`src/common/cosc_pkg.sv`:
```
// Purpose: shared constants and types of the clock output and sync control block
// Assumes: 100 MHz system clock, APB register access with 32-bit data
// Notes:   one prescaler output period is modelled as one system clock cycle
package cosc_pkg;

  ////////////////////////////////////////////////////////////////////////////
  // sizes
  localparam int NUM_OUT = 5;
  localparam int NUM_EV  = 4;

  typedef logic [31:0]        cosc_word_t;
  typedef logic [7:0]         cosc_addr_t;
  typedef logic [7:0]         cosc_byte_t;
  typedef logic [2:0]         cosc_idx_t;
  typedef logic [NUM_OUT-1:0] cosc_outs_t;

  ////////////////////////////////////////////////////////////////////////////
  // register byte addresses
  localparam cosc_addr_t ADDR_STATUS   = 8'h00;
  localparam cosc_addr_t ADDR_CTRL     = 8'h04;
  localparam cosc_addr_t ADDR_CFG_BASE = 8'h08;
  localparam cosc_addr_t ADDR_DLY_BASE = 8'h1c;
  localparam cosc_addr_t ADDR_IRQ_STAT = 8'h30;
  localparam cosc_addr_t ADDR_IRQ_CLR  = 8'h34;
  localparam cosc_addr_t ADDR_IRQ_EN   = 8'h38;

  ////////////////////////////////////////////////////////////////////////////
  // field positions
  localparam int STAT_LOCK     = 0;
  localparam int STAT_CAL_BUSY = 1;
  localparam int CTRL_CAL      = 0;
  localparam int CTRL_AUTOCAL  = 1;
  localparam int CTRL_ALIGN    = 2;
  localparam int CTRL_BOOST    = 3;
  localparam int CTRL_LOWPASS  = 4;
  localparam int CFG_DIV_LSB   = 0;
  localparam int CFG_MODE_LSB  = 4;
  localparam int CFG_MUTE_CAL  = 6;
  localparam int CFG_SYNC_EN   = 7;
  localparam int EV_LOCK       = 0;
  localparam int EV_UNLOCK     = 1;
  localparam int EV_CAL_DONE   = 2;
  localparam int EV_SYNC_DONE  = 3;

  localparam logic [1:0] MODE_PWR_DOWN = 2'h2;
  localparam cosc_byte_t CTRL_MASK     = 8'h1f;
  localparam logic [NUM_EV-1:0] EV_MASK = 4'hf;

  ////////////////////////////////////////////////////////////////////////////
  // reset values
  localparam cosc_byte_t CTRL_RST    = 8'h02;
  localparam cosc_byte_t OUT_CFG_RST = 8'h80;
  localparam cosc_byte_t DLY_RST     = 8'h00;

  ////////////////////////////////////////////////////////////////////////////
  // timing
  localparam int CLK_MHZ      = 100;
  localparam int CAL_TIME_US  = 20;
  localparam int LOCK_TIME_US = 10;
  localparam logic [11:0] CAL_CYCLES  = 12'(CAL_TIME_US * CLK_MHZ);
  localparam logic [11:0] LOCK_CYCLES = 12'(LOCK_TIME_US * CLK_MHZ);

  // loop state
  typedef enum logic [1:0] {ST_UNLOCKED, ST_CAL, ST_ACQUIRE, ST_LOCKED} cosc_loop_t;

endpackage : cosc_pkg

```
`src/common/cosc_dly_if.sv`:
```
// Purpose: carrier between the control core and the delay setting store
// Assumes: both ends on the same clock
// Notes:   active holds the delays in force since the last sync
`timescale 1ns/1ps
interface cosc_dly_if;
  logic                               wr_en;
  logic [2:0]                         wr_idx;
  logic [7:0]                         wr_data;
  logic [2:0]                         rd_idx;
  logic [7:0]                         rd_data;
  logic                               apply;
  logic [cosc_pkg::NUM_OUT-1:0][7:0]  active;

  modport ctrl (output wr_en, output wr_idx, output wr_data, output rd_idx, output apply,
                input rd_data, input active);
  modport mem  (input wr_en, input wr_idx, input wr_data, input rd_idx, input apply,
                output rd_data, output active);
endinterface : cosc_dly_if

```
`src/logic/cosc_ctrl.sv`:
```
// Purpose: calibration, lock report, output dividers, delays and sync of a clock synthesizer
// Assumes: APB slave, 100 MHz clock, cfg_cs_n and sync_pin are asynchronous pins
// Notes:   one clk cycle stands for one prescaler output period
//
// Notes on behaviour
// - rising chip select after config writes starts calibration, then lock is acquired.
// - lock shows as status bit reading 1 and lock pin driven low.
// - each delay unit postpones an output by exactly one prescaler period.
// - delays are non-negative integers that only postpone an output.
// - new delays take effect only at the next synchronization event.
// - outputs with sync disabled ignore sync events entirely.
// - sync off and mute off output keeps toggling through calibration.
// - power down mode gates the output buffer while its divider keeps counting.
// - calibrate bit clears itself when calibration finishes.
`timescale 1ns/1ps
module cosc_ctrl
(
  input  wire logic               clk,
  input  wire logic               sys_rst,
  input  wire logic               psel,
  input  wire logic               penable,
  input  wire logic               pwrite,
  input  wire cosc_pkg::cosc_addr_t paddr,
  input  wire cosc_pkg::cosc_word_t pwdata,
  output logic                    pready,
  output cosc_pkg::cosc_word_t    prdata,
  output logic                    pslverr,
  input  wire logic               cfg_cs_n,
  input  wire logic               sync_pin,
  output cosc_pkg::cosc_outs_t    clk_out,
  output logic                    lock_n,
  output logic                    ref_gain_boost,
  output logic                    ref_input_lowpass,
  output logic                    irq
);
  import cosc_pkg::*;

  ////////////////////////////////////////////////////////////////////////////
  // state
  typedef struct packed {
    cosc_byte_t              ctrl;
    logic [NUM_OUT-1:0][7:0] cfg;
    logic [NUM_EV-1:0]       irq_stat;
    logic [NUM_EV-1:0]       irq_en;
    cosc_loop_t              loop;
    logic [11:0]             tmr;
    logic                    cs_s1;
    logic                    cs_s2;
    logic                    cs_prev;
    logic                    sy_s1;
    logic                    sy_s2;
    logic                    sync_prev;
    logic                    wrote;
    logic [NUM_OUT-1:0][7:0] cnt;
    logic [NUM_OUT-1:0][7:0] hold;
    cosc_outs_t              ph;
    cosc_outs_t              out;
    logic                    pready;
    cosc_word_t              prdata;
    logic                    pslverr;
    logic                    lock_n;
    logic                    irq;
  } cosc_state_t;

  localparam cosc_state_t ST_RST = '{
    ctrl: CTRL_RST, cfg: {NUM_OUT{OUT_CFG_RST}}, irq_stat: '0, irq_en: '0,
    loop: ST_UNLOCKED, tmr: 12'h000, cs_s1: 1'b1, cs_s2: 1'b1, cs_prev: 1'b1,
    sy_s1: 1'b0, sy_s2: 1'b0, sync_prev: 1'b0, wrote: 1'b0, cnt: '0, hold: '0,
    ph: '0, out: '0, pready: 1'b0, prdata: 32'h0000_0000, pslverr: 1'b0,
    lock_n: 1'b1, irq: 1'b0};

  cosc_state_t st_reg;
  cosc_state_t st_next;

  cosc_dly_if dly ();

  ////////////////////////////////////////////////////////////////////////////
  // helpers
  function automatic logic in_bank(input cosc_addr_t a, input cosc_addr_t base);
    logic [7:0] d;
    d = a - base;
    return (a >= base) && (d[1:0] == 2'b00) && (d[7:2] < 6'(NUM_OUT));
  endfunction : in_bank

  function automatic cosc_idx_t bank_idx(input cosc_addr_t a, input cosc_addr_t base);
    logic [7:0] d;
    d = a - base;
    return d[4:2];
  endfunction : bank_idx

  function automatic logic is_single(input cosc_addr_t a);
    return (a == ADDR_STATUS) || (a == ADDR_CTRL) || (a == ADDR_IRQ_STAT) ||
           (a == ADDR_IRQ_CLR) || (a == ADDR_IRQ_EN);
  endfunction : is_single

  ////////////////////////////////////////////////////////////////////////////
  // delay setting store
  cosc_dly_mem cosc_dly_mem_i
  (
    .clk     (clk),
    .sys_rst (sys_rst),
    .dly     (dly.mem)
  );

  ////////////////////////////////////////////////////////////////////////////
  // next state
  always_comb
  begin
    logic               acc;
    logic               wr;
    logic               cs_rise;
    logic               sync_act;
    logic               sync_fall;
    logic               cal_go;
    logic [NUM_EV-1:0]  ev;
    logic [7:0]         code;
    logic               muted;
    logic               pd;
    cosc_word_t         rdat;
    acc       = 1'b0;
    wr        = 1'b0;
    cs_rise   = 1'b0;
    sync_act  = 1'b0;
    sync_fall = 1'b0;
    cal_go    = 1'b0;
    ev        = '0;
    code      = 8'h00;
    muted     = 1'b0;
    pd        = 1'b0;
    rdat      = 32'h0000_0000;
    st_next   = st_reg;

    // pin synchronisers, edges read only from the second stage
    st_next.cs_s1   = cfg_cs_n;
    st_next.cs_s2   = st_reg.cs_s1;
    st_next.cs_prev = st_reg.cs_s2;
    st_next.sy_s1   = sync_pin;
    st_next.sy_s2   = st_reg.sy_s1;
    cs_rise         = st_reg.cs_s2 && !st_reg.cs_prev;

    // sync request from register bit or pin
    sync_act          = st_reg.ctrl[CTRL_ALIGN] || st_reg.sy_s2;
    st_next.sync_prev = sync_act;
    sync_fall         = st_reg.sync_prev && !sync_act;
    if (sync_fall)
      ev[EV_SYNC_DONE] = 1'b1;

    // calibration start at end of a framed transfer
    cal_go = cs_rise && ((st_reg.ctrl[CTRL_AUTOCAL] && st_reg.wrote) ||
                         st_reg.ctrl[CTRL_CAL]);
    if (cs_rise)
      st_next.wrote = 1'b0;

    // loop calibration and lock
    case (st_reg.loop)
      ST_CAL:
      begin
        if (st_reg.tmr == 12'h000)
        begin
          st_next.loop          = ST_ACQUIRE;
          st_next.tmr           = LOCK_CYCLES - 12'h001;
          st_next.ctrl[CTRL_CAL] = 1'b0;
          ev[EV_CAL_DONE]       = 1'b1;
        end
        else
          st_next.tmr = st_reg.tmr - 12'h001;
      end
      ST_ACQUIRE:
      begin
        if (st_reg.tmr == 12'h000)
        begin
          st_next.loop = ST_LOCKED;
          ev[EV_LOCK]  = 1'b1;
        end
        else
          st_next.tmr = st_reg.tmr - 12'h001;
      end
      ST_LOCKED: ;
      ST_UNLOCKED: ;
      default: st_next.loop = ST_UNLOCKED;
    endcase
    if (cal_go)
    begin
      st_next.loop = ST_CAL;
      st_next.tmr  = CAL_CYCLES - 12'h001;
      if (st_reg.loop == ST_LOCKED)
        ev[EV_UNLOCK] = 1'b1;
    end

    // apb slave, one wait state per access
    acc             = psel && penable && !st_reg.pready;
    wr              = acc && pwrite;
    st_next.pready  = acc;
    st_next.pslverr = 1'b0;
    st_next.prdata  = 32'h0000_0000;
    if (acc)
      st_next.pslverr = !(is_single(paddr) || in_bank(paddr, ADDR_CFG_BASE) ||
                          in_bank(paddr, ADDR_DLY_BASE));

    // register read mux
    if (paddr == ADDR_STATUS)
    begin
      rdat[STAT_LOCK]     = (st_reg.loop == ST_LOCKED);
      rdat[STAT_CAL_BUSY] = (st_reg.loop == ST_CAL);
    end
    else if (paddr == ADDR_CTRL)
      rdat[7:0] = st_reg.ctrl;
    else if (paddr == ADDR_IRQ_STAT)
      rdat[NUM_EV-1:0] = st_reg.irq_stat;
    else if (paddr == ADDR_IRQ_EN)
      rdat[NUM_EV-1:0] = st_reg.irq_en;
    else if (in_bank(paddr, ADDR_CFG_BASE))
      rdat[7:0] = st_reg.cfg[bank_idx(paddr, ADDR_CFG_BASE)];
    else if (in_bank(paddr, ADDR_DLY_BASE))
      rdat[7:0] = dly.rd_data;
    if (acc && !pwrite)
      st_next.prdata = rdat;

    // register writes, after hardware clears so a software set wins
    if (wr)
    begin
      if (paddr == ADDR_CTRL)
        st_next.ctrl = pwdata[7:0] & CTRL_MASK;
      else if (paddr == ADDR_IRQ_CLR)
        st_next.irq_stat = st_reg.irq_stat & ~pwdata[NUM_EV-1:0];
      else if (paddr == ADDR_IRQ_EN)
        st_next.irq_en = pwdata[NUM_EV-1:0] & EV_MASK;
      else if (in_bank(paddr, ADDR_CFG_BASE))
        st_next.cfg[bank_idx(paddr, ADDR_CFG_BASE)] = pwdata[7:0];
      if (paddr != ADDR_IRQ_CLR && paddr != ADDR_IRQ_EN)
        st_next.wrote = 1'b1;
    end

    // events set after the clear so a same-cycle event is kept
    st_next.irq_stat = st_next.irq_stat | ev;

    // per-output divider, delay and gating
    for (int i = 0; i < NUM_OUT; i++)
    begin
      code  = {4'h0, st_reg.cfg[i][CFG_DIV_LSB +: 4]};
      muted = (st_reg.loop == ST_CAL) && st_reg.cfg[i][CFG_MUTE_CAL];
      pd    = (st_reg.cfg[i][CFG_MODE_LSB +: 2] == MODE_PWR_DOWN);
      if (st_reg.cfg[i][CFG_SYNC_EN] && sync_act)
      begin
        st_next.cnt[i]  = 8'h00;
        st_next.hold[i] = 8'h00;
        st_next.ph[i]   = 1'b0;
      end
      else if (st_reg.cfg[i][CFG_SYNC_EN] && sync_fall)
      begin
        st_next.hold[i] = dly.active[i];
        st_next.cnt[i]  = 8'h00;
      end
      else if (st_reg.hold[i] != 8'h00)
        st_next.hold[i] = st_reg.hold[i] - 8'h01;
      else if (st_reg.cnt[i] == code)
      begin
        st_next.cnt[i] = 8'h00;
        st_next.ph[i]  = !st_reg.ph[i];
      end
      else
        st_next.cnt[i] = st_reg.cnt[i] + 8'h01;
      st_next.out[i] = st_next.ph[i] && !pd && !muted;
    end

    // outputs
    st_next.lock_n = (st_next.loop != ST_LOCKED);
    st_next.irq    = |(st_next.irq_stat & st_next.irq_en);
  end

  ////////////////////////////////////////////////////////////////////////////
  // delay store access
  assign dly.wr_en   = psel && penable && !st_reg.pready && pwrite && in_bank(paddr, ADDR_DLY_BASE);
  assign dly.wr_idx  = bank_idx(paddr, ADDR_DLY_BASE);
  assign dly.wr_data = pwdata[7:0];
  assign dly.rd_idx  = bank_idx(paddr, ADDR_DLY_BASE);
  assign dly.apply   = st_reg.ctrl[CTRL_ALIGN] || st_reg.sy_s2;

  ////////////////////////////////////////////////////////////////////////////
  // state register
  always_ff @(posedge clk)
  begin
    if (sys_rst)
      st_reg <= ST_RST;
    else
      st_reg <= st_next;
  end

  ////////////////////////////////////////////////////////////////////////////
  // port drive
  assign pready            = st_reg.pready;
  assign prdata            = st_reg.prdata;
  assign pslverr           = st_reg.pslverr;
  assign clk_out           = st_reg.out;
  assign lock_n            = st_reg.lock_n;
  assign irq               = st_reg.irq;
  assign ref_gain_boost    = st_reg.ctrl[CTRL_BOOST];
  assign ref_input_lowpass = st_reg.ctrl[CTRL_LOWPASS];

endmodule : cosc_ctrl

```
`src/logic/cosc_dly_mem.sv`:
```
// Purpose: written and active output delay settings
// Assumes: apply is high for the whole sync request
// Notes:   read data come from a register, one cycle after rd_idx
`timescale 1ns/1ps
module cosc_dly_mem
(
  input  wire logic clk,
  input  wire logic sys_rst,
  cosc_dly_if.mem   dly
);
  import cosc_pkg::*;

  typedef struct packed {
    logic [NUM_OUT-1:0][7:0] shadow;
    logic [NUM_OUT-1:0][7:0] active;
    cosc_byte_t              rd_data;
  } cosc_mem_t;

  cosc_mem_t mem_reg;
  cosc_mem_t mem_next;

  ////////////////////////////////////////////////////////////////////////////
  // write, copy to active while sync is requested, registered read
  always_comb
  begin
    mem_next = mem_reg;
    if (dly.wr_en && dly.wr_idx < 3'(NUM_OUT))
    begin
      mem_next.shadow[dly.wr_idx] = dly.wr_data;
    end
    if (dly.apply)
    begin
      mem_next.active = mem_reg.shadow;
    end
    mem_next.rd_data = (dly.rd_idx < 3'(NUM_OUT)) ? mem_reg.shadow[dly.rd_idx] : 8'h00;
  end

  always_ff @(posedge clk)
  begin
    if (sys_rst)
      mem_reg <= '{shadow: {NUM_OUT{DLY_RST}}, active: {NUM_OUT{DLY_RST}}, rd_data: 8'h00};
    else
      mem_reg <= mem_next;
  end

  assign dly.rd_data = mem_reg.rd_data;
  assign dly.active  = mem_reg.active;

endmodule : cosc_dly_mem

```
`config.mk`:
```
export PLATFORM = sky130hd
export DESIGN_NAME = cosc_ctrl
export DESIGN_NICKNAME = d
export VERILOG_FILES = /design/src/common/cosc_pkg.sv /design/src/common/cosc_dly_if.sv /design/src/logic/cosc_ctrl.sv /design/src/logic/cosc_dly_mem.sv
export SDC_FILE = /design/constraint.sdc
export NUM_CORES = 1
export LEC_CHECK = 0
export ABC_AREA = 1
export BUFFER_PORTS_ARGS = -buffer_cell sky130_fd_sc_hd__buf_2
export CORE_MARGIN = 2
export CORE_UTILIZATION = 51
export DETAILED_ROUTE_END_ITERATION = 16
export GPL_TIMING_DRIVEN = 0
export PLACE_DENSITY = 0.69
export SYNTH_ARGS = -nofsm -noshare
export SYNTH_HDL_FRONTEND = slang
export SYNTH_SLANG_ARGS = --single-unit
export TNS_END_PERCENT = 100
```
`constraint.sdc`:
```
create_clock -name clk -period 2.8 [get_ports clk]
set_input_delay 0.28 -clock clk [delete_from_list [all_inputs] [get_ports clk]]
set_output_delay 0.28 -clock clk [all_outputs]
set_load 0.1 [all_outputs]
```
==> flow_summary.toml <==
[worst_setup_path]
rr_startpoint = "st_reg[78]"
start_kind = "input port"
worstRegToRegCells = 11
crit_type = "in2reg"
regToRegSetupSlack_ns = 0.41
crit_chain = "buf_2, buf_2, inv_1, buf_2, ha_1, inv_1, nand2_1, nor2_1, nand2_1, clkbuf_1, o21ai_0, a21oi_1"
max_stage_delay_ns = 0.46
cp_common_cell = "buf_2"
rr_endpoint = "st_reg[125]"
cp.arrival_ns = 2.99
slowest_stage = "nor2_1"
cp_max_fo = 12
worst_setup_path_end_kind = "flip-flop"
required_ns = 3.23

[timing]
fin_crit_ns = 2.56
tightest_slew_ns = 0.736
setup_viol = 0
grt_setup_unrepaired = "true"
fin_crit_sh_pct = 91.5
setup-tns-final_ns = 0
slew_viol_final = 0
fmax_mhz = 390
fin_skew_ns = 0.0200
hold_viol_final = 0
relSlewSlack_pct = 51.0

[route]
drc_errors = 0
routed-via-count = 11100
first_pass_iters = 6
wl_mm = 32.8
drt_iter0_drc = 1021
antenna_left = 0
post_drt_wl_per_cell_um = 15.6
drt-vias-per-instance = 5.28

[yosys]
yosys.area.top_type = "dfxtp_1"
yosysWarnings = 0
ys_seq_elements = 264
yosysSeqAreaShare_pct = 43.1
synthesis.instances = 1670
synth_area_leaders = "dfxtp_1, a21oi_1, nand2_1"
synth_top_area_share_pct = 43.1
syn_area_per_cell_um2 = 7.34
ys_types = 39
synthesis.area_um2 = 12300

[global_route]
overflow = 0
grt_max_degree = 15
grt_pass1_wl_mm = 52.5
grt_pass1_vias = 10100
track_usage_pct = 25.4
antenna_found_initial = 0

[place]
placed_area_um2 = 12900
gp_congestion = 0.972
place_hpwl_mm = 24.2
io_buffers = 39

[hold_path]
holdPathStages = 4
holdCritStartpoint = "pwrite"
hp-class = "in2reg"
whs_endpoint = "prdata[0]"

[cts]
cts.htree.levels = 1
cts_buffers = 28
path_clk_slew_ns = 0.06
clockRootBuffer = "clkbuf_16"
cts_buffer_depth = 3
tritoncts = "built"
cts_sinks = 264
worstSkewPairLatency_ns = 0.55
post_cts_buffers = 0

[run]
max_cap_viol_count = 0

[cells_and_area]
final_area_um2 = 13900
diodes = 0
layout-drive-gt1-share_pct = 9.81
synthToLayoutAreaGrowth_pct = 13.2
final_common_cell = "nand2_1"
final_nets = 1835
largest_reg_flops = 154
nFillCells = 2275
final_cell_mix = "nand2_1, dfxtp_1, a21oi_1"

[power]
vdd_drop_max_uv = 617
power.density_nw_per_um2 = 838
p_total_w = 0.0116
p_leak_nw = 5.89

[floorplan]
core_area_um2 = 23500
dieHeight_um = 159
die_w_um = 159
start_util_pct = 52.1
num_rows = 56
num_io_pins = 90
die_area_um2 = 25300

[outcome]
status = "finished, final reports clean"
[logic make-up (layout without fill, tap and decap cells)]
group           count (synthesis)  in the layout  share of synthesized area (%)
other cells                     1             24                         0.0306
flops                         264            264                           43.1
fa+ha+maj                      24             24                           2.45
xor+xnor                       50             50                           3.57
buf+inv                       299            390                           10.4
compound gates                454            454                           19.4
simple gates                  578            578                           20.9
[critical path: cells and delay by family]
kind                       cells  cell delay [ns]
buffers and inverters          6             1.24
and+or+nand+nor                3             0.82
adders and majority gates      1             0.38
AOI/OAI and AO/OA              2             0.27
[synth_stat cells (all sizes together)]
master / instances
a211oi: 4
a21oi: 238
a221oi: 11
a22oi: 8
a31oi: 17
and3: 5
buf: 48
clkbuf: 39
clkinv: 2
conb: 1
dfxtp: 264
ha: 24
inv: 210
nand2: 273
nand3: 57
nand4: 20
nor2: 153
nor3: 42
nor3b: 8
nor4: 6
o211ai: 4
o21a: 3
o21ai: 168
o22ai: 1
or2: 14
xnor2: 7
xor2: 43
[power by group]
group / switching (W) / total [W] / leakage [nW] / internal [W]
Combinational: 0.00234 / 0.00352 / 3.29 / 0.00118
Sequential: 0.000272 / 0.00445 / 2.14 / 0.00418
Clock: 0.00150 / 0.00365 / 0.457 / 0.00215
[area by class of cell]
cell class              count  area [um^2]  area share [%]
well taps                 319          399            2.88
repair buffers             42          225            1.62
inverters                 212          796            5.73
clock inverters            12          121           0.875
clock buffers              38          788            5.68
plain buffers              86          478            3.44
flip-flops and latches    264         5290            38.1
multi-input cells        1130         5780            41.7
[layer usage]
metal	vias to the layer above	global-route usage, %	part of all wire [%]	wire, um
li1	5641	-	-	-
met1	5108	34.6	46	15000
met2	300	42.2	46	15000
met3	64	3.26	5.8	1910
met4	0	7.56	2.9	943
met5	-	0	0	0
[stage by stage]
step | worst slack (ns) | util, % | std cells | hold WS (ns)
after floorplan | 0.356 | - | 1693 | 0.384
after global placement | -0.445 | 54.9 | 2051 | 0.391
after detailed placement | -0.464 | 54.9 | 2051 | 0.394
after CTS | 0.0822 | 58.9 | 2104 | 0.0177
after global routing | -0.0252 | 58.9 | 2103 | 0.0643
final | 0.239 | 58.9 | 2103 | 0.0315
[timing repair]
item / in CTS / in global routing
setup endpoints to repair: 0 / 24
hold endpoints to repair: 3 / 0
gates resized for setup: 0 / 1
hold buffers: 3 / 0
[worst max path at each step]
stage              from                    endpoint  slack (ns)  cells after the start
3_3_place_gp   paddr[3]  cosc_dly_mem_i.mem_reg[86]       -0.45                     14
5_1_grt        paddr[2]  cosc_dly_mem_i.mem_reg[55]       -0.03                     12
2_1_floorplan  paddr[3]                 st_reg[176]        0.36                     14
6_report       paddr[2]  cosc_dly_mem_i.mem_reg[55]        0.24                     12
4_1_cts        paddr[3]  cosc_dly_mem_i.mem_reg[86]        0.08                     14
3_5_place_dp   paddr[3]  cosc_dly_mem_i.mem_reg[86]       -0.46                     14
(Power assumes the default switching activity.)
